### src/ieb_pkg.sv
// package: register map, field positions, reset values and bus carrier for the enable bank
`default_nettype none

package ieb_pkg;

  localparam int unsigned DATA_W = 16;
  localparam int unsigned ADDR_W = 4;

  // register indexes on the plain register port
  localparam logic [ADDR_W-1:0] OFS_ENABLE_1 = 4'h0;
  localparam logic [ADDR_W-1:0] OFS_ENABLE_2 = 4'h1;
  localparam logic [ADDR_W-1:0] OFS_STATUS_1 = 4'h2;
  localparam logic [ADDR_W-1:0] OFS_STATUS_2 = 4'h3;
  localparam logic [ADDR_W-1:0] OFS_MASK_1   = 4'h4;
  localparam logic [ADDR_W-1:0] OFS_MASK_2   = 4'h5;

  // implemented bits; everything else writes nothing and reads zero
  localparam logic [DATA_W-1:0] IMPL_1 = 16'h000B;
  localparam logic [DATA_W-1:0] IMPL_2 = 16'hDFFF;
  localparam logic [DATA_W-1:0] RESET_VAL = 16'h0000;
  localparam logic [DATA_W-1:0] ZERO_WORD = 16'h0000;

  // interrupt_enable_control_1 fields
  localparam int unsigned B1_I2C_A_SLAVE  = 0;
  localparam int unsigned B1_I2C_A_MASTER = 1;
  localparam int unsigned B1_UNUSED       = 2;
  localparam int unsigned B1_CHANGE_NOTE  = 3;

  // interrupt_enable_control_2 fields
  localparam int unsigned B2_SPI_B_ERROR  = 0;
  localparam int unsigned B2_SPI_B_EVENT  = 1;
  localparam int unsigned B2_CAN_A_RX     = 2;
  localparam int unsigned B2_CAN_A_EVENT  = 3;
  localparam int unsigned B2_DMA_THREE    = 4;
  localparam int unsigned B2_IN_CAP_THREE = 5;
  localparam int unsigned B2_IN_CAP_FOUR  = 6;
  localparam int unsigned B2_IN_CAP_FIVE  = 7;
  localparam int unsigned B2_IN_CAP_SIX   = 8;
  localparam int unsigned B2_OUT_CMP_FIVE = 9;
  localparam int unsigned B2_OUT_CMP_SIX  = 10;
  localparam int unsigned B2_OUT_CMP_SEVEN = 11;
  localparam int unsigned B2_OUT_CMP_EIGHT = 12;
  localparam int unsigned B2_UNUSED       = 13;
  localparam int unsigned B2_DMA_FOUR     = 14;
  localparam int unsigned B2_TIMER_SIX    = 15;

  // one register port access
  typedef struct packed {
    logic [ADDR_W-1:0] addr;
    logic [DATA_W-1:0] wdata;
    logic              wr;
    logic              rd;
  } ieb_bus_s;

endpackage

`default_nettype wire

### src/ieb_enable_reg.sv
// module: one software enable register that stores only its implemented bits
`default_nettype none

module ieb_enable_reg
  import ieb_pkg::*;
#(
  parameter logic [DATA_W-1:0] IMPL  = 16'hFFFF,
  parameter logic [DATA_W-1:0] RST_V = 16'h0000
) (
  input  wire logic              clk,
  input  wire logic              rst,
  input  wire logic              wr_en,
  input  wire logic [DATA_W-1:0] wdata,
  output logic      [DATA_W-1:0] q
);

  logic [DATA_W-1:0] q_reg;

  // store a write; unimplemented positions always stay zero
  always_ff @(posedge clk) begin
    if (rst) begin
      q_reg <= RST_V & IMPL;
    end else if (wr_en) begin
      q_reg <= wdata & IMPL;
    end
  end

  assign q = q_reg;

endmodule

`default_nettype wire

### src/ieb_sticky_bank.sv
// module: sticky event status with write-one-to-clear, mask and level interrupt
`default_nettype none

module ieb_sticky_bank
  import ieb_pkg::*;
#(
  parameter logic [DATA_W-1:0] IMPL = 16'hFFFF
) (
  input  wire logic              clk,
  input  wire logic              rst,
  input  wire logic [DATA_W-1:0] event_in,
  input  wire logic              clr_wr,
  input  wire logic              mask_wr,
  input  wire logic [DATA_W-1:0] wdata,
  output logic      [DATA_W-1:0] status,
  output logic      [DATA_W-1:0] mask,
  output logic                   irq
);

  logic [DATA_W-1:0] status_reg;
  logic [DATA_W-1:0] status_next;
  logic [DATA_W-1:0] mask_reg;
  logic [DATA_W-1:0] clr_bits;

  // a new event in the clearing cycle wins over the clear
  always_comb begin
    clr_bits    = clr_wr ? wdata : ZERO_WORD;
    status_next = ((status_reg & ~clr_bits) | event_in) & IMPL;
  end

  // sticky status
  always_ff @(posedge clk) begin
    if (rst) begin
      status_reg <= RESET_VAL;
    end else begin
      status_reg <= status_next;
    end
  end

  // interrupt mask, same layout as status
  always_ff @(posedge clk) begin
    if (rst) begin
      mask_reg <= RESET_VAL;
    end else if (mask_wr) begin
      mask_reg <= wdata & IMPL;
    end
  end

  assign status = status_reg;
  assign mask   = mask_reg;
  assign irq    = |(status_reg & mask_reg);

endmodule

`default_nettype wire

### src/ieb_top.sv
// module: interrupt enable bank that gates peripheral requests toward the interrupt logic
//
// What this block does
// - An implemented enable bit at one passes its source request on, at zero blocks it.
// - Bit 3 of the first enable register gates the change notification request.
// - Bit 2 of the first and bit 13 of the second register ignore writes and read zero.
// - Bit 1 of the first enable register gates the first I2C unit's master events.
// - Bit 0 of the first enable register gates the first I2C unit's slave events.
// - Bit 15 of the second enable register gates the sixth timer.
// - Bit 14 of the second enable register gates DMA channel 4 transfer complete.
// - Bits 12, 11, 10 and 9 of the second register gate output compare 8, 7, 6 and 5.
// - Bit 2 gates CAN receive ready, bit 1 the second SPI event, bit 0 its error.
//
// Implementation choices: strobed register access and the address map.
`default_nettype none

module ieb_top
  import ieb_pkg::*;
(
  input  wire logic              REF_CLK,
  input  wire logic              RST,
  input  wire logic [ADDR_W-1:0] REG_ADDR,
  input  wire logic [DATA_W-1:0] REG_WDATA,
  input  wire logic              REG_WR,
  input  wire logic              REG_RD,
  output logic      [DATA_W-1:0] REG_RDATA,
  input  wire logic [DATA_W-1:0] SRC_REQ_1,
  input  wire logic [DATA_W-1:0] SRC_REQ_2,
  output logic      [DATA_W-1:0] GATED_REQ_1,
  output logic      [DATA_W-1:0] GATED_REQ_2,
  output logic                   IRQ
);

  ////////////////////////////////////////////////////////////////////////////////
  // elaboration check

  generate
    if (DATA_W != 16 || ADDR_W < 3) begin : g_bad_width
      $error("register port widths do not fit the enable bank");
    end
  endgenerate

  ////////////////////////////////////////////////////////////////////////////////
  // register port decode

  ieb_bus_s          bus;
  logic              wr_en_1;
  logic              wr_en_2;
  logic              wr_clr_1;
  logic              wr_clr_2;
  logic              wr_mask_1;
  logic              wr_mask_2;

  // pack the port into one carrier
  assign bus = '{addr: REG_ADDR, wdata: REG_WDATA, wr: REG_WR, rd: REG_RD};

  // write strobes per register
  assign wr_en_1   = bus.wr && (bus.addr == OFS_ENABLE_1);
  assign wr_en_2   = bus.wr && (bus.addr == OFS_ENABLE_2);
  assign wr_clr_1  = bus.wr && (bus.addr == OFS_STATUS_1);
  assign wr_clr_2  = bus.wr && (bus.addr == OFS_STATUS_2);
  assign wr_mask_1 = bus.wr && (bus.addr == OFS_MASK_1);
  assign wr_mask_2 = bus.wr && (bus.addr == OFS_MASK_2);

  ////////////////////////////////////////////////////////////////////////////////
  // enable registers

  logic [DATA_W-1:0] en_1;
  logic [DATA_W-1:0] en_2;

  // first enable register keeps bits 3, 1 and 0 only
  ieb_enable_reg #(
    .IMPL  (IMPL_1),
    .RST_V (RESET_VAL)
  ) u_enable_1 (
    .clk   (REF_CLK),
    .rst   (RST),
    .wr_en (wr_en_1),
    .wdata (bus.wdata),
    .q     (en_1)
  );

  // second enable register keeps all bits but 13
  ieb_enable_reg #(
    .IMPL  (IMPL_2),
    .RST_V (RESET_VAL)
  ) u_enable_2 (
    .clk   (REF_CLK),
    .rst   (RST),
    .wr_en (wr_en_2),
    .wdata (bus.wdata),
    .q     (en_2)
  );

  ////////////////////////////////////////////////////////////////////////////////
  // request gating

  logic [DATA_W-1:0] gated_1_next;
  logic [DATA_W-1:0] gated_2_next;
  logic [DATA_W-1:0] gated_1_reg;
  logic [DATA_W-1:0] gated_2_reg;

  // each request passes only while its enable bit is one
  assign gated_1_next = SRC_REQ_1 & en_1;
  assign gated_2_next = SRC_REQ_2 & en_2;

  // registered requests toward the interrupt logic
  always_ff @(posedge REF_CLK) begin
    if (RST) begin
      gated_1_reg <= RESET_VAL;
      gated_2_reg <= RESET_VAL;
    end else begin
      gated_1_reg <= gated_1_next;
      gated_2_reg <= gated_2_next;
    end
  end

  assign GATED_REQ_1 = gated_1_reg;
  assign GATED_REQ_2 = gated_2_reg;

  ////////////////////////////////////////////////////////////////////////////////
  // event status and interrupt

  logic [DATA_W-1:0] event_1;
  logic [DATA_W-1:0] event_2;
  logic [DATA_W-1:0] status_1;
  logic [DATA_W-1:0] status_2;
  logic [DATA_W-1:0] mask_1;
  logic [DATA_W-1:0] mask_2;
  logic              irq_1;
  logic              irq_2;

  // an event is a rising edge of a gated request
  assign event_1 = gated_1_next & ~gated_1_reg;
  assign event_2 = gated_2_next & ~gated_2_reg;

  // status and mask for the first register layout
  ieb_sticky_bank #(
    .IMPL    (IMPL_1)
  ) u_sticky_1 (
    .clk     (REF_CLK),
    .rst     (RST),
    .event_in(event_1),
    .clr_wr  (wr_clr_1),
    .mask_wr (wr_mask_1),
    .wdata   (bus.wdata),
    .status  (status_1),
    .mask    (mask_1),
    .irq     (irq_1)
  );

  // status and mask for the second register layout
  ieb_sticky_bank #(
    .IMPL    (IMPL_2)
  ) u_sticky_2 (
    .clk     (REF_CLK),
    .rst     (RST),
    .event_in(event_2),
    .clr_wr  (wr_clr_2),
    .mask_wr (wr_mask_2),
    .wdata   (bus.wdata),
    .status  (status_2),
    .mask    (mask_2),
    .irq     (irq_2)
  );

  assign IRQ = irq_1 | irq_2;

  ////////////////////////////////////////////////////////////////////////////////
  // read data, one cycle after the read strobe

  logic [DATA_W-1:0] rdata_next;
  logic [DATA_W-1:0] rdata_reg;

  // unmapped indexes and idle cycles read zero
  always_comb begin
    rdata_next = ZERO_WORD;
    if (bus.rd) begin
      case (bus.addr)
        OFS_ENABLE_1: rdata_next = en_1;
        OFS_ENABLE_2: rdata_next = en_2;
        OFS_STATUS_1: rdata_next = status_1;
        OFS_STATUS_2: rdata_next = status_2;
        OFS_MASK_1:   rdata_next = mask_1;
        OFS_MASK_2:   rdata_next = mask_2;
        default:      rdata_next = ZERO_WORD;
      endcase
    end
  end

  // read data register
  always_ff @(posedge REF_CLK) begin
    if (RST) begin
      rdata_reg <= RESET_VAL;
    end else begin
      rdata_reg <= rdata_next;
    end
  end

  assign REG_RDATA = rdata_reg;

  ////////////////////////////////////////////////////////////////////////////////
  // assertions

  // a set enable bit passes its request one cycle later
  a_pass_when_set: assert property (@(posedge REF_CLK) disable iff (RST)
    (SRC_REQ_2 != ZERO_WORD) |=> (GATED_REQ_2 == ($past(SRC_REQ_2) & $past(en_2))))
    else $error("gated requests of second bank do not follow enables");

  // an all-zero first enable register blocks every first request
  a_block_when_clear: assert property (@(posedge REF_CLK) disable iff (RST)
    (en_1 == ZERO_WORD) |=> (GATED_REQ_1 == ZERO_WORD))
    else $error("request passed while all first enables are zero");

  // change notification follows bit 3
  a_change_note_gate: assert property (@(posedge REF_CLK) disable iff (RST)
    (SRC_REQ_1[B1_CHANGE_NOTE] && en_1[B1_CHANGE_NOTE]) |=> GATED_REQ_1[B1_CHANGE_NOTE])
    else $error("change notification request not passed");

  // unimplemented enable bits read zero on any read of their register
  a_unused_read_zero: assert property (@(posedge REF_CLK) disable iff (RST)
    $past(bus.rd) |-> (!REG_RDATA[B1_UNUSED] || $past(bus.addr) != OFS_ENABLE_1)
      && (!REG_RDATA[B2_UNUSED] || $past(bus.addr) != OFS_ENABLE_2))
    else $error("unimplemented enable bit read back as one");

  // unimplemented positions never pass a request
  a_unused_no_pass: assert property (@(posedge REF_CLK) disable iff (RST)
    ##1 (!GATED_REQ_1[B1_UNUSED] && !GATED_REQ_2[B2_UNUSED]))
    else $error("unimplemented position passed a request");

  // master events of the first I2C unit follow bit 1
  a_i2c_master_gate: assert property (@(posedge REF_CLK) disable iff (RST)
    (!en_1[B1_I2C_A_MASTER]) |=> !GATED_REQ_1[B1_I2C_A_MASTER])
    else $error("I2C master request passed while disabled");

  // slave events of the first I2C unit follow bit 0
  a_i2c_slave_gate: assert property (@(posedge REF_CLK) disable iff (RST)
    (SRC_REQ_1[B1_I2C_A_SLAVE] && en_1[B1_I2C_A_SLAVE]) [*2] |=>
      GATED_REQ_1[B1_I2C_A_SLAVE] && $past(GATED_REQ_1[B1_I2C_A_SLAVE]))
    else $error("I2C slave request not held while enabled");

  // sixth timer follows bit 15, reached by a write to the second register
  a_timer_six_write: assert property (@(posedge REF_CLK) disable iff (RST)
    (wr_en_2 && bus.wdata[B2_TIMER_SIX]) ##1 SRC_REQ_2[B2_TIMER_SIX] |=>
      GATED_REQ_2[B2_TIMER_SIX])
    else $error("timer request not passed after enable write");

  // DMA channel 4 follows bit 14
  a_dma_four_gate: assert property (@(posedge REF_CLK) disable iff (RST)
    GATED_REQ_2[B2_DMA_FOUR] |-> $past(en_2[B2_DMA_FOUR] && SRC_REQ_2[B2_DMA_FOUR]))
    else $error("DMA four request without cause");

  // output compare 8 to 5 follow bits 12 to 9
  a_out_cmp_gate: assert property (@(posedge REF_CLK) disable iff (RST)
    ##1 GATED_REQ_2[B2_OUT_CMP_EIGHT:B2_OUT_CMP_FIVE] ==
      ($past(SRC_REQ_2[B2_OUT_CMP_EIGHT:B2_OUT_CMP_FIVE])
       & $past(en_2[B2_OUT_CMP_EIGHT:B2_OUT_CMP_FIVE])))
    else $error("output compare requests mis-gated");

  // capture, DMA three and CAN event follow bits 8 to 3
  a_capture_can_gate: assert property (@(posedge REF_CLK) disable iff (RST)
    ##1 GATED_REQ_2[B2_IN_CAP_SIX:B2_CAN_A_EVENT] ==
      ($past(SRC_REQ_2[B2_IN_CAP_SIX:B2_CAN_A_EVENT])
       & $past(en_2[B2_IN_CAP_SIX:B2_CAN_A_EVENT])))
    else $error("capture or CAN event requests mis-gated");

  // CAN receive and second SPI follow bits 2 to 0
  a_can_spi_gate: assert property (@(posedge REF_CLK) disable iff (RST)
    ##1 GATED_REQ_2[B2_CAN_A_RX:B2_SPI_B_ERROR] ==
      ($past(SRC_REQ_2[B2_CAN_A_RX:B2_SPI_B_ERROR])
       & $past(en_2[B2_CAN_A_RX:B2_SPI_B_ERROR])))
    else $error("CAN receive or SPI requests mis-gated");

  // a written enable reads back masked two cycles later
  a_enable_readback: assert property (@(posedge REF_CLK) disable iff (RST)
    (wr_en_2 ##1 (bus.rd && bus.addr == OFS_ENABLE_2 && !bus.wr)) |=>
      REG_RDATA == ($past(bus.wdata, 2) & IMPL_2))
    else $error("second enable register read back wrong");

  // interrupt level tracks unmasked status
  a_irq_level: assert property (@(posedge REF_CLK) disable iff (RST)
    IRQ == (|(status_1 & mask_1) || |(status_2 & mask_2)))
    else $error("interrupt level disagrees with status and mask");

  // an event in the clearing cycle survives the clear
  a_set_beats_clear: assert property (@(posedge REF_CLK) disable iff (RST)
    (wr_clr_2 && event_2[B2_TIMER_SIX]) |=> status_2[B2_TIMER_SIX])
    else $error("event lost under clear");

  c_timer_passed: cover property (@(posedge REF_CLK) disable iff (RST)
    wr_en_2 ##1 SRC_REQ_2[B2_TIMER_SIX] ##1 GATED_REQ_2[B2_TIMER_SIX]);

  c_irq_raised: cover property (@(posedge REF_CLK) disable iff (RST)
    $rose(IRQ));

  c_clear_race: cover property (@(posedge REF_CLK) disable iff (RST)
    wr_clr_1 && (event_1 != ZERO_WORD));

  c_back_to_back: cover property (@(posedge REF_CLK) disable iff (RST)
    bus.wr ##1 bus.rd);

endmodule

`default_nettype wire

### config.mk
export PLATFORM = sky130hd
export DESIGN_NAME = ieb_top
export DESIGN_NICKNAME = d
export VERILOG_FILES = /design/src/ieb_pkg.sv /design/src/ieb_enable_reg.sv /design/src/ieb_sticky_bank.sv /design/src/ieb_top.sv
export SDC_FILE = /design/constraint.sdc
export NUM_CORES = 1
export LEC_CHECK = 0
export BUFFER_PORTS_ARGS = -buffer_cell sky130_fd_sc_hd__buf_2
export CAP_MARGIN = 0
export CORE_MARGIN = 2
export CORE_UTILIZATION = 50
export DETAILED_ROUTE_END_ITERATION = 16
export PLACE_DENSITY = 0.78
export SYNTH_ARGS = -nofsm -noshare
export SYNTH_HDL_FRONTEND = slang
export SYNTH_SLANG_ARGS = --single-unit
export TNS_END_PERCENT = 50
### constraint.sdc
create_clock -name REF_CLK -period 1.3 [get_ports REF_CLK]
set_input_delay 0.065 -clock REF_CLK [delete_from_list [all_inputs] [get_ports REF_CLK]]
set_output_delay 0.065 -clock REF_CLK [all_outputs]
set_load 0.1 [all_outputs]
## After elaboration in Yosys (flattened, before gate mapping)

Index checks and enable logic that the tools add are counted.

| word-level totals | value |
|---|---|
| bits in registers | 103 |
| output and inout port bits | 49 |

| cells by class | value |
|---|---|
| equality and inequality tests | 5 |
| mux-type cells | 3 |
| bitwise logic cells | 16 |
| reductions and logical operators | 10 |

Operators by type and width:

| cell | number |
|---|---|
| $pmux W16 S6 | 1 |
| $and A16 B16 Y16 | 4 |
| $not A16 Y16 | 2 |
| $reduce_or A16 Y1 | 2 |
| $and A16 B4 Y16 | 1 |
| $mux W16 | 1 |
| $or A16 B16 Y16 | 1 |
| $and A4 B4 Y4 | 3 |
| $eq A4 B2 Y1 const B | 2 |
| $eq A4 B3 Y1 const B | 2 |
| $not A4 Y4 | 2 |
| $logic_and A1 B1 Y1 | 6 |
| $eq A4 B1 Y1 const B | 1 |
| $logic_not A4 Y1 | 1 |
| $mux W4 | 1 |
| $or A4 B4 Y4 | 1 |
| $reduce_or A2 Y1 | 1 |
| $not A1 Y1 | 1 |
| $or A1 B1 Y1 | 1 |

## Logic depth before layout (Yosys ltp)

Gate-level depths: netlist of run 1.

| logic depth | value |
|---|---|
| depth after elaboration | 6 |
| gate-level depth with buffers | 7 |
| gate-level depth less buffers | 4 |

## By module

From an unflattened synthesis of run 1, not the netlist that was laid out.

| unflattened totals | value |
|---|---|
| cells, all modules | 503 |
| area total of the unflattened synthesis | 4631.9 sq um |

Modules (own cells, without submodules):

| module | times used | cells each | area an instance (sq um) | sequential area each (sq um) |
|---|---|---|---|---|
| ieb_top | 1 | 257 | 2332.2 | 960.9 |
| ieb_sticky_bank at u_sticky_2 | 1 | 123 | 1121.1 | 600.6 |
| ieb_enable_reg at u_enable_2 | 1 | 50 | 553.0 | 300.3 |
| ieb_sticky_bank at u_sticky_1 | 1 | 50 | 422.9 | 120.1 |
| ieb_enable_reg at u_enable_1 | 1 | 23 | 202.7 | 60.1 |

## Worst setup path after synthesis of run 1

No wires, ideal clock.

| timing | value |
|---|---|
| path type | reg2out |
| start | register u_sticky_2.status_reg[11] (netlist: u_sticky_2.status[11]) |
| end | output IRQ |
| arrival | 1747 ps |
| setup slack | -512 ps |
| cell stages (with the launch flop) | 5 |
| buffers on the path | 0 |
| cell sequence | dfxtp_1 a22o_1 a221oi_1 and3_1 nand4_1 |

| between the ends | value |
|---|---|
| cells in the longest elaborated chain, start to end | 3 |

RTL lines:

| what | line | RTL |
|---|---|---|
| start: declaration | ieb_sticky_bank.sv:20 | `logic [DATA_W-1:0] status_reg;` |
| start signal: assignment | ieb_sticky_bank.sv:36 | `status_reg <= status_next;` |
| $and A16 B16 Y16 | ieb_sticky_bank.sv:51 | `assign irq = \|(status_reg & mask_reg);` |
| $reduce_or A16 Y1 | ieb_sticky_bank.sv:51 |  |
| $or A1 B1 Y1 | ieb_top.sv:167 | `assign IRQ = irq_1 \| irq_2;` |
| end: declaration | ieb_top.sv:31 | `output logic IRQ` |

Every way passes these cells.

## Final worst setup path of run 1

| timing | value |
|---|---|
| start | register u_sticky_2.status_reg[1] (netlist: u_sticky_2.status[1]) |
| end | output IRQ |

The elaborated chain is that of the path after synthesis.

==> results of run 1 <==
-- placed cells by master, fill, tap and decap left out, types with 2 or more instances in the layout --
| master | instances |
|---|---|
| nor2_1 | 40 |
| and2_1 | 2 |
| dfxtp_2 | 9 |
| a222oi_1 | 15 |
| a22o_1 | 3 |
| a22oi_1 | 3 |
| mux2i_1 | 6 |
| mux4_2 | 3 |
| nand3_1 | 19 |
| dlygate4sd3_1 | 32 |
| and4bb_2 | 2 |
| nor3_1 | 17 |
| a21oi_1 | 30 |
| buf_4 | 35 |
| dfxtp_1 | 78 |
| buf_2 | 73 |
| a31o_2 | 16 |
| conb_1 | 15 |
| nand2_1 | 80 |
| buf_12 | 4 |
| a221oi_2 | 2 |
| bufinv_16 | 2 |
| clkbuf_8 | 9 |
| and3_1 | 2 |
-- repair_timing --
| item | in CTS | in global routing |
|---|---|---|
| pin swaps | 2 | 2 |
| buffers inserted | 1 | 0 |
| endpoints found under the setup margin | 3 | 4 |
| hold buffers | 32 | 0 |
| gates resized for setup | 6 | 1 |
| cloned | 0 | 0 |
| endpoints found under the hold margin | 43 | 0 |
-- worst min-delay path by stage --
stage                  startpoint                 end  cells past startpoint
floorplan           REG_WDATA[14]    u_enable_2.q[14]                      2
global placement    SRC_REQ_2[10]     GATED_REQ_2[10]                      3
detailed placement   SRC_REQ_2[5]      GATED_REQ_2[5]                      3
CTS                  REG_WDATA[0]  u_sticky_2.mask[0]                      3
global route         REG_WDATA[0]     u_enable_2.q[0]                      3
finish               REG_WDATA[0]  u_sticky_2.mask[0]                      3
-- synth_stat cells (all sizes together) --
cell and count:
conb 1, nor4b 2, buf 31, mux4 3, and2 2, a22o 3
a32o 1, and3 2, clkinv 1, clkbuf 9, inv 1, nor3 18
nand2 81, a221oi 3, mux2i 6, a31o 17, a21oi 30, nor2 40
a222oi 15, a22oi 3, dfxtp 87, nand3 19, nand4b 1, and4bb 2
nand4 1
-- final cells by class --
type                            count  area share
Inverter                            2    0.001633
Multi-Input combinational cell    264      0.3223
Clock buffer                       10     0.02776
Clock inverter                      4     0.01579
Timing Repair Buffer              146      0.2294
Sequential cell                    87      0.3813
Tap cell                           80     0.02177
-- through the flow --
stage          total power (W)  hold WS, ps  setup slack, ps
6_report              0.005249        15.58           -429.5
5_1_grt               0.005414        28.94           -532.8
4_1_cts               0.005251       0.3847           -449.5
3_5_place_dp          0.003271        307.8           -186.4
3_3_place_gp          0.003267        301.4           -152.4
2_1_floorplan         0.003132        201.0           -511.7
-- logic make-up (layout without fill, tap and decap cells) --
logic type             after synthesis  after routing  share of synthesized area
muxes                                9              9                    0.03750
AOI/OAI and AO/OA                   72             72                     0.1570
and+or+nand+nor                    168            168                     0.2191
other                                1             15                   0.001102
buffers and inverters               42            162                    0.07353
DFF                                 87             87                     0.5118
-- worst min-delay path, delay by kind of cell --
kind / cells / cell delay, ps
and+or+nand+nor: 1 / 60
buffers and inverters: 1 / 140
AOI/OAI and AO/OA: 1 / 50
-- layer usage --
metal,vias up,track usage,wire length (µm),part of all wire
met2,178,0.4133,4658,0.50
met4,0,0.1278,204,0.022
met5,-,0,0,0
met1,1542,0.3285,3847,0.41
met3,15,0.03238,626,0.067
li1,1565,-,-,-
-- power by group --
group	internal [W]	switching, W	leakage [nW]
Clock	0.00106	0.000899	0.0982
Combinational	0.000193	0.000399	1.11
Sequential	0.00268	0.0000162	0.706
Total	0.00393	0.00131	1.91
==> results.yml, run 1 <==
finish:
  fill_cells: 533
  syn_to_final_growth_pct: 35.07
  antennaDiodeCount: 0
  final_cells: 593
  drive_gt1_frac: 0.3177
  finalNetCount: 566
  final_area_um2: 4597
  multi_input_area_um2: 1481
  final_util: 0.6880
  regArea_um2: 1753
floorplan:
  die_width_um: 86.50
  die_area_um2: 7482
  start_util: 0.5094
  die_h_um: 86.50
  placementRows: 30
  pin_count: 105
  design.core.area_um2: 6681
yosys:
  yosysTopAreaCellShare: 0.5118
  synth_area_per_cell_um2: 8.980
  synthesis.area_um2: 3403
  yosys_register_bits: 87
  yosysSeqAreaShare: 0.5118
  synth_cell_types: 31
  yosysTopAreaCell: "dfxtp_1"
  synth_cells: 379
  netlist_top_cells_area: "dfxtp_1 (51%), nand2_1 (8.8%), a21oi_1 (4.4%)"
  yosysWarnings: 0
cts:
  cts-htree-levels: 3
  clkTransAtPathRegs_ps: 80
  numClockSinks: 87
  cts_max_path_buffers: 2
  clk_latency_ps: 350
  cts-root-buf: "clkbuf_8"
  cts_tree: "built"
  cts_made_buffers: 9
power_and_ir_drop:
  p_leak_nw: 1.914
  vdd_drop_max_uv: 748.2
  power.density_nw_per_um2: 1142
critical_path:
  crit_path_start_kind: "flip-flop"
  startpoint: "u_sticky_2.status[1]"
  cp_num_cells: 5
  required_ps: 1240
  slowest_stage: "dfxtp_1"
  crit_end: "IRQ"
  r2r_end: "REG_RDATA[0]"
  cp_num_buf_inv: 1
  rrSetupSlack_ps: -70
  r2r-start: "u_sticky_2.mask[0]"
  arrival_ps: 1660
  worstPathCellList: "a22o_1, a221oi_2, and3_1, nand4_1, buf_8"
  crit_path_max_fanout: 2
  cp-end-kind: "output pin"
  slowest_delay_ps: 320
  crit_family: "compound AO/OA/AOI/OAI gates"
  rr_worst_depth: 4
  path_class: "flip-flop to output pin"
sta:
  period_needed_ps: 1729
  finalClockSkew_ps: 8.842
  min_period_over_period: 1.330
  fmax_mhz: 578.2
  hold_violations: 0
  slew_violations: 0
  fin_setup_tns_ps: -554.7
  rsz0062_at_grt: "yes"
  fin_ws_ps: -429.5
  setup_viol: 3
global_routing:
  overflow: 0
  grt_max_degree: 38
  grt_usage: 0.2526
  grt_pass1_vias: 2993
  antenna_found_initial: 0
  grt_pass1_wl_mm: 14.68
placement:
  place_hpwl_mm: 6.290
  place.gp.congestion: 0.8451
  placed_area_um2: 4049
  portBuffers: 74
  dpl.cell_count: 547
outcome:
  status: "finished with violations"
  violations: "negative setup slack"
worst_hold_path:
  min_path_type: "input port to flip-flop"
route:
  remaining_drc_errors: 0
  drt_iter0_drc: 284
  vias: 3300
  dr.pass1.iters: 5
  post_drt_wl_per_cell_um: 15.75
  viasPerCell: 5.565
  ant_nets: 0
  postRouteWirelength_mm: 9.337
job:
  maxCapViolCount: 0
(Power assumes the default switching activity.)
==> run 2: changes to the inputs <==
--- a/config.mk
+++ b/config.mk
@@ -11,6 +11,7 @@
 export CORE_UTILIZATION = 50
 export DETAILED_ROUTE_END_ITERATION = 16
 export PLACE_DENSITY = 0.78
+export RECOVER_POWER = 100
 export SYNTH_ARGS = -nofsm -noshare
 export SYNTH_HDL_FRONTEND = slang
 export SYNTH_SLANG_ARGS = --single-unit
==> run 2 against run 1 <==
The run still ends with negative setup slack left. Via count is the same. Sequential power about the same. Non-clock buffer count unchanged. Power fell by 0.32%. First-iteration DRC count increased by 4.2%. Maximum frequency shrank 0.28%. Clock power about the same. Register-to-register slack lost 20 ps. Final cell count unchanged. Worst setup slack got worse by 4.9 ps. Wire length decreased by 0.54%. Critical path depth unchanged. Largest cell class unchanged.
==> results.yml, run 2 (synthesis results as in run 1) <==
cts:
  numClockSinks: 87
  clkTransAtPathRegs_ps: 80
  cts_tree: "built"
  cts_max_path_buffers: 2
  clk_latency_ps: 350
  cts-htree-levels: 3
  cts_made_buffers: 9
  cts-root-buf: "clkbuf_8"
finish:
  syn_to_final_growth_pct: 33.79
  final_common_cell: "nand2_1"
  layout_common_cells: "nand2_1 (80), dfxtp_1 (78), nor2_1 (40), clkbuf_2 (39), buf_2 (37)"
  drive_gt1_frac: 0.3002
  multi_input_area_um2: 1468
  finalNetCount: 566
  fill_cells: 546
  final_cells: 593
  regArea_um2: 1753
  antennaDiodeCount: 0
  final_area_um2: 4553
route:
  viasPerCell: 5.565
  remaining_drc_errors: 0
  vias: 3300
  postRouteWirelength_mm: 9.287
  drt_iter0_drc: 296
  post_drt_wl_per_cell_um: 15.66
  ant_nets: 0
  dr.pass1.iters: 5
sta:
  fin_ws_ps: -434.4
  max_slew_margin: 0.6285
  fin_hold_ws_ps: 14.74
  min_period_over_period: 1.334
  rsz0062_at_grt: "yes"
  setup_viol: 3
  slew_violations: 0
  fmax_mhz: 576.6
  period_needed_ps: 1734
  max_slew.worst_pin.slew_ps: 557.2
  finalClockSkew_ps: 6.626
  hold_violations: 0
critical_path:
  slowest_delay_ps: 320
  rrSetupSlack_ps: -90
  required_ps: 1240
  crit_path_max_fanout: 2
  arrival_ps: 1670
  crit_path_start_kind: "flip-flop"
  cp-end-kind: "output pin"
  worstPathCellList: "a22o_1, a221oi_2, and3_1, nand4_1, buf_8"
  cp_num_buf_inv: 1
  path_class: "flip-flop to output pin"
  slowest_stage: "dfxtp_1"
  crit_family: "compound AO/OA/AOI/OAI gates"
outcome:
  status: "finished with violations"
  violations: "negative setup slack"
worst_hold_path:
  min_path_type: "input port to flip-flop"
floorplan:
  die_h_um: 86.50
  start_util: 0.5094
  placementRows: 30
  pin_count: 105
  die_width_um: 86.50
  die_area_um2: 7482
  design.core.area_um2: 6681
global_routing:
  grt_pass1_vias: 2993
  grt_usage: 0.2526
  overflow: 0
  grt_pass1_wl_mm: 14.68
  antenna_found_initial: 0
  grt_max_degree: 38
placement:
  place_hpwl_mm: 6.290
  place.gp.congestion: 0.8451
  dpl.cell_count: 547
  placed_area_um2: 4049
  portBuffers: 74
power_and_ir_drop:
  power.density_nw_per_um2: 1149
  p_total_w: 0.005232
  p_leak_nw: 1.854
  vdd_drop_max_uv: 739.8
job:
  maxCapViolCount: 0
## run 2: routing by layer
layer,share of wire,up-vias,track usage
met1,0.41,1542,0.3285
met2,0.49,163,0.4133
li1,-,1572,-
met5,0,-,0
met4,0.028,0,0.1278
met3,0.064,23,0.03238
## run 2: report_power, final
group	total [W]	switching (W)	internal, W
sequential	0.00270	0.0000161	0.00268
clock	0.00195	0.000891	0.00106
combinational	0.000583	0.000397	0.000185
total	0.00523	0.00130	0.00393
## run 2: cell type report
type,instances,area share
clock buffers,10,0.02803
clock inverters,4,0.01594
inverters,2,0.001649
multi-input cells,264,0.3223
flip-flops and latches,87,0.3850
well taps,80,0.02198
repair buffers,146,0.2251
## run 2: metrics by stage
| step | TNS, ps | util | setup slack (ps) |
|---|---|---|---|
| floorplan | -1463 | - | -511.7 |
| global placement | -196.7 | 0.6060 | -152.4 |
| detailed placement | -234.5 | 0.6060 | -186.4 |
| CTS | -639.8 | 0.6886 | -449.5 |
| global route | -978.4 | 0.6815 | -532.8 |
| finish | -584.9 | 0.6815 | -434.4 |
## run 2: repair_timing
action                                  in CTS  in global routing
hold buffers                                32                  0
endpoints found under the setup margin       3                  4
endpoints found under the hold margin       43                  0
gates resized for setup                      6                  1
buffers inserted                             1                  0
pin swaps                                    2                  2
## run 2: worst min-delay path: stages
cell and delay (ps):
buf_2 140, nand2_1 60, a21oi_1 50
## run 2: final timing paths
path | cells after the start | to | start
worst max-delay path | 5 | IRQ | u_sticky_2.status[11]
worst min-delay path | 3 | u_enable_2.q[0] | REG_WDATA[0]
worst max register to register | 4 | REG_RDATA[0] | u_sticky_2.mask[0]
worst min register to register | 2 | GATED_REQ_2[11] | u_enable_2.q[11]
==> run 3: changes to the inputs <==
--- a/config.mk
+++ b/config.mk
@@ -12,6 +12,7 @@
 export DETAILED_ROUTE_END_ITERATION = 16
 export PLACE_DENSITY = 0.78
 export RECOVER_POWER = 100
+export SKIP_CTS_REPAIR_TIMING = 1
 export SYNTH_ARGS = -nofsm -noshare
 export SYNTH_HDL_FRONTEND = slang
 export SYNTH_SLANG_ARGS = --single-unit
==> run 3 against run 2 <==
The run ends with negative hold slack, negative setup slack left. Clock skew decreased by 1.3 ps. Final cell count shrank 0.67%. Die area unchanged. Critical path depth stayed put. Largest cell class unchanged.
==> results.yml, run 3 (synthesis results as in run 1) <==
floorplan:
  design.core.area_um2: 6681
  die_h_um: 86.50
  placementRows: 30
  start_util: 0.5094
  pin_count: 105
  die_width_um: 86.50
  die_area_um2: 7482
global_routing:
  grt_use_met3: 0.03524
  grt_pass1_vias: 2834
  use_met1: 0.3111
  overflow: 0
  grt.busiest_layer: "met2"
  grt_max_degree: 38
  grt_usage: 0.2394
  grt_pass1_wl_mm: 13.88
  met2_usage: 0.3790
  antenna_found_initial: 0
critical_path:
  path_class: "flip-flop to output pin"
  r2r-start: "u_sticky_2.mask[0]"
  arrival_ps: 1730
  rrSetupSlack_ps: -100
  required_ps: 1240
  crit_path_start_kind: "flip-flop"
  startpoint: "u_sticky_2.status[11]"
  cp-end-kind: "output pin"
  crit_path_max_fanout: 2
cts:
  cts-htree-levels: 3
  numClockSinks: 87
  cts-root-buf: "clkbuf_8"
  cts_made_buffers: 9
  clk_latency_ps: 350
  cts_max_path_buffers: 2
  cts_tree: "built"
  clkTransAtPathRegs_ps: 80
finish:
  final_common_cell: "nand2_1"
  syn_to_final_growth_pct: 32.90
  finalNetCount: 562
  antennaDiodeCount: 0
  fill_cells: 561
  layout_common_cells: "nand2_1 (80), dfxtp_1 (76), nor2_1 (40), buf_2 (38), clkbuf_2 (37)"
  drive_gt1_frac: 0.3084
route:
  drt_iter0_drc: 316
  dr.pass1.iters: 6
  viasPerCell: 5.565
  remaining_drc_errors: 0
  post_drt_wl_per_cell_um: 15.84
  postRouteWirelength_mm: 9.332
  vias: 3278
  ant_nets: 0
sta:
  fin_setup_tns_ps: -940.9
  rsz0062_at_grt: "yes"
  hold_violations: 3
  fin_hold_ws_ps: -17.72
  finalClockSkew_ps: 5.333
  max_slew.worst_pin.slew_ps: 563.4
  min_period_over_period: 1.379
  fin_ws_ps: -492.1
  fmax_mhz: 558.0
  setup_viol: 9
  max_slew_margin: 0.6244
  slew_violations: 0
  period_needed_ps: 1792
power_and_ir_drop:
  vdd_drop_max_uv: 743.6
  p_leak_nw: 1.842
  power.density_nw_per_um2: 1156
outcome:
  status: "finished with violations"
  violations: "negative hold slack, negative setup slack"
placement:
  place_hpwl_mm: 6.290
  portBuffers: 74
  place.gp.congestion: 0.8451
  preCtsSetupSlack_ps: -186.4
worst_hold_path:
  worstHoldStart: "SRC_REQ_2[9]"
  min_path_type: "input port to flip-flop"
job:
  maxCapViolCount: 0
-- run 3: metrics by stage --
stage | utilization | instance area, µm² | hold slack, ps | cells | power (W)
after floorplan | - | 3466 | 201.0 | 393 | 0.003132
after global placement | 0.6060 | 4049 | 301.4 | 547 | 0.003267
after detailed placement | 0.6060 | 4049 | 307.8 | 547 | 0.003271
after CTS | 0.6360 | 4249 | -58.57 | 561 | 0.005178
after global routing | 0.6770 | 4523 | 0.06145 | 589 | 0.005396
final | 0.6770 | 4523 | -17.72 | 589 | 0.005227
-- run 3: critical path, cell delays in order, from the launching register on --
cell	delay (ps)
dfxtp_2	320
a22o_1	240
a221oi_2	200
and3_1	200
nand4_1	180
buf_12	240
-- run 3: path summary, 6_finish.rpt --
check,cells past startpoint,to
worst min register to register,2,GATED_REQ_2[7]
worst min-delay path,3,GATED_REQ_2[9]
worst max register to register,4,REG_RDATA[0]
worst max-delay path,5,IRQ
-- run 3: metal layers --
metal | routed length [µm] | vias to the layer above
li1 | - | 1561
met1 | 3802 | 1526
met2 | 4597 | 163
met3 | 592 | 28
met4 | 340 | 0
met5 | 0 | -
-- run 3: power breakdown --
group / switching [W] / internal (W)
Clock: 0.000893 / 0.00106
Combinational: 0.000395 / 0.000180
Sequential: 0.0000164 / 0.00268
-- run 3: layout make-up --
type / instances / area (µm²) / area share
Clock buffer: 10 / 127.6 / 0.02822
Clock inverter: 4 / 72.57 / 0.01604
Inverter: 2 / 7.507 / 0.001660
Multi-Input combinational cell: 264 / 1468 / 0.3245
Sequential cell: 87 / 1755 / 0.3881
Tap cell: 80 / 100.1 / 0.02213
Timing Repair Buffer: 142 / 992.2 / 0.2194
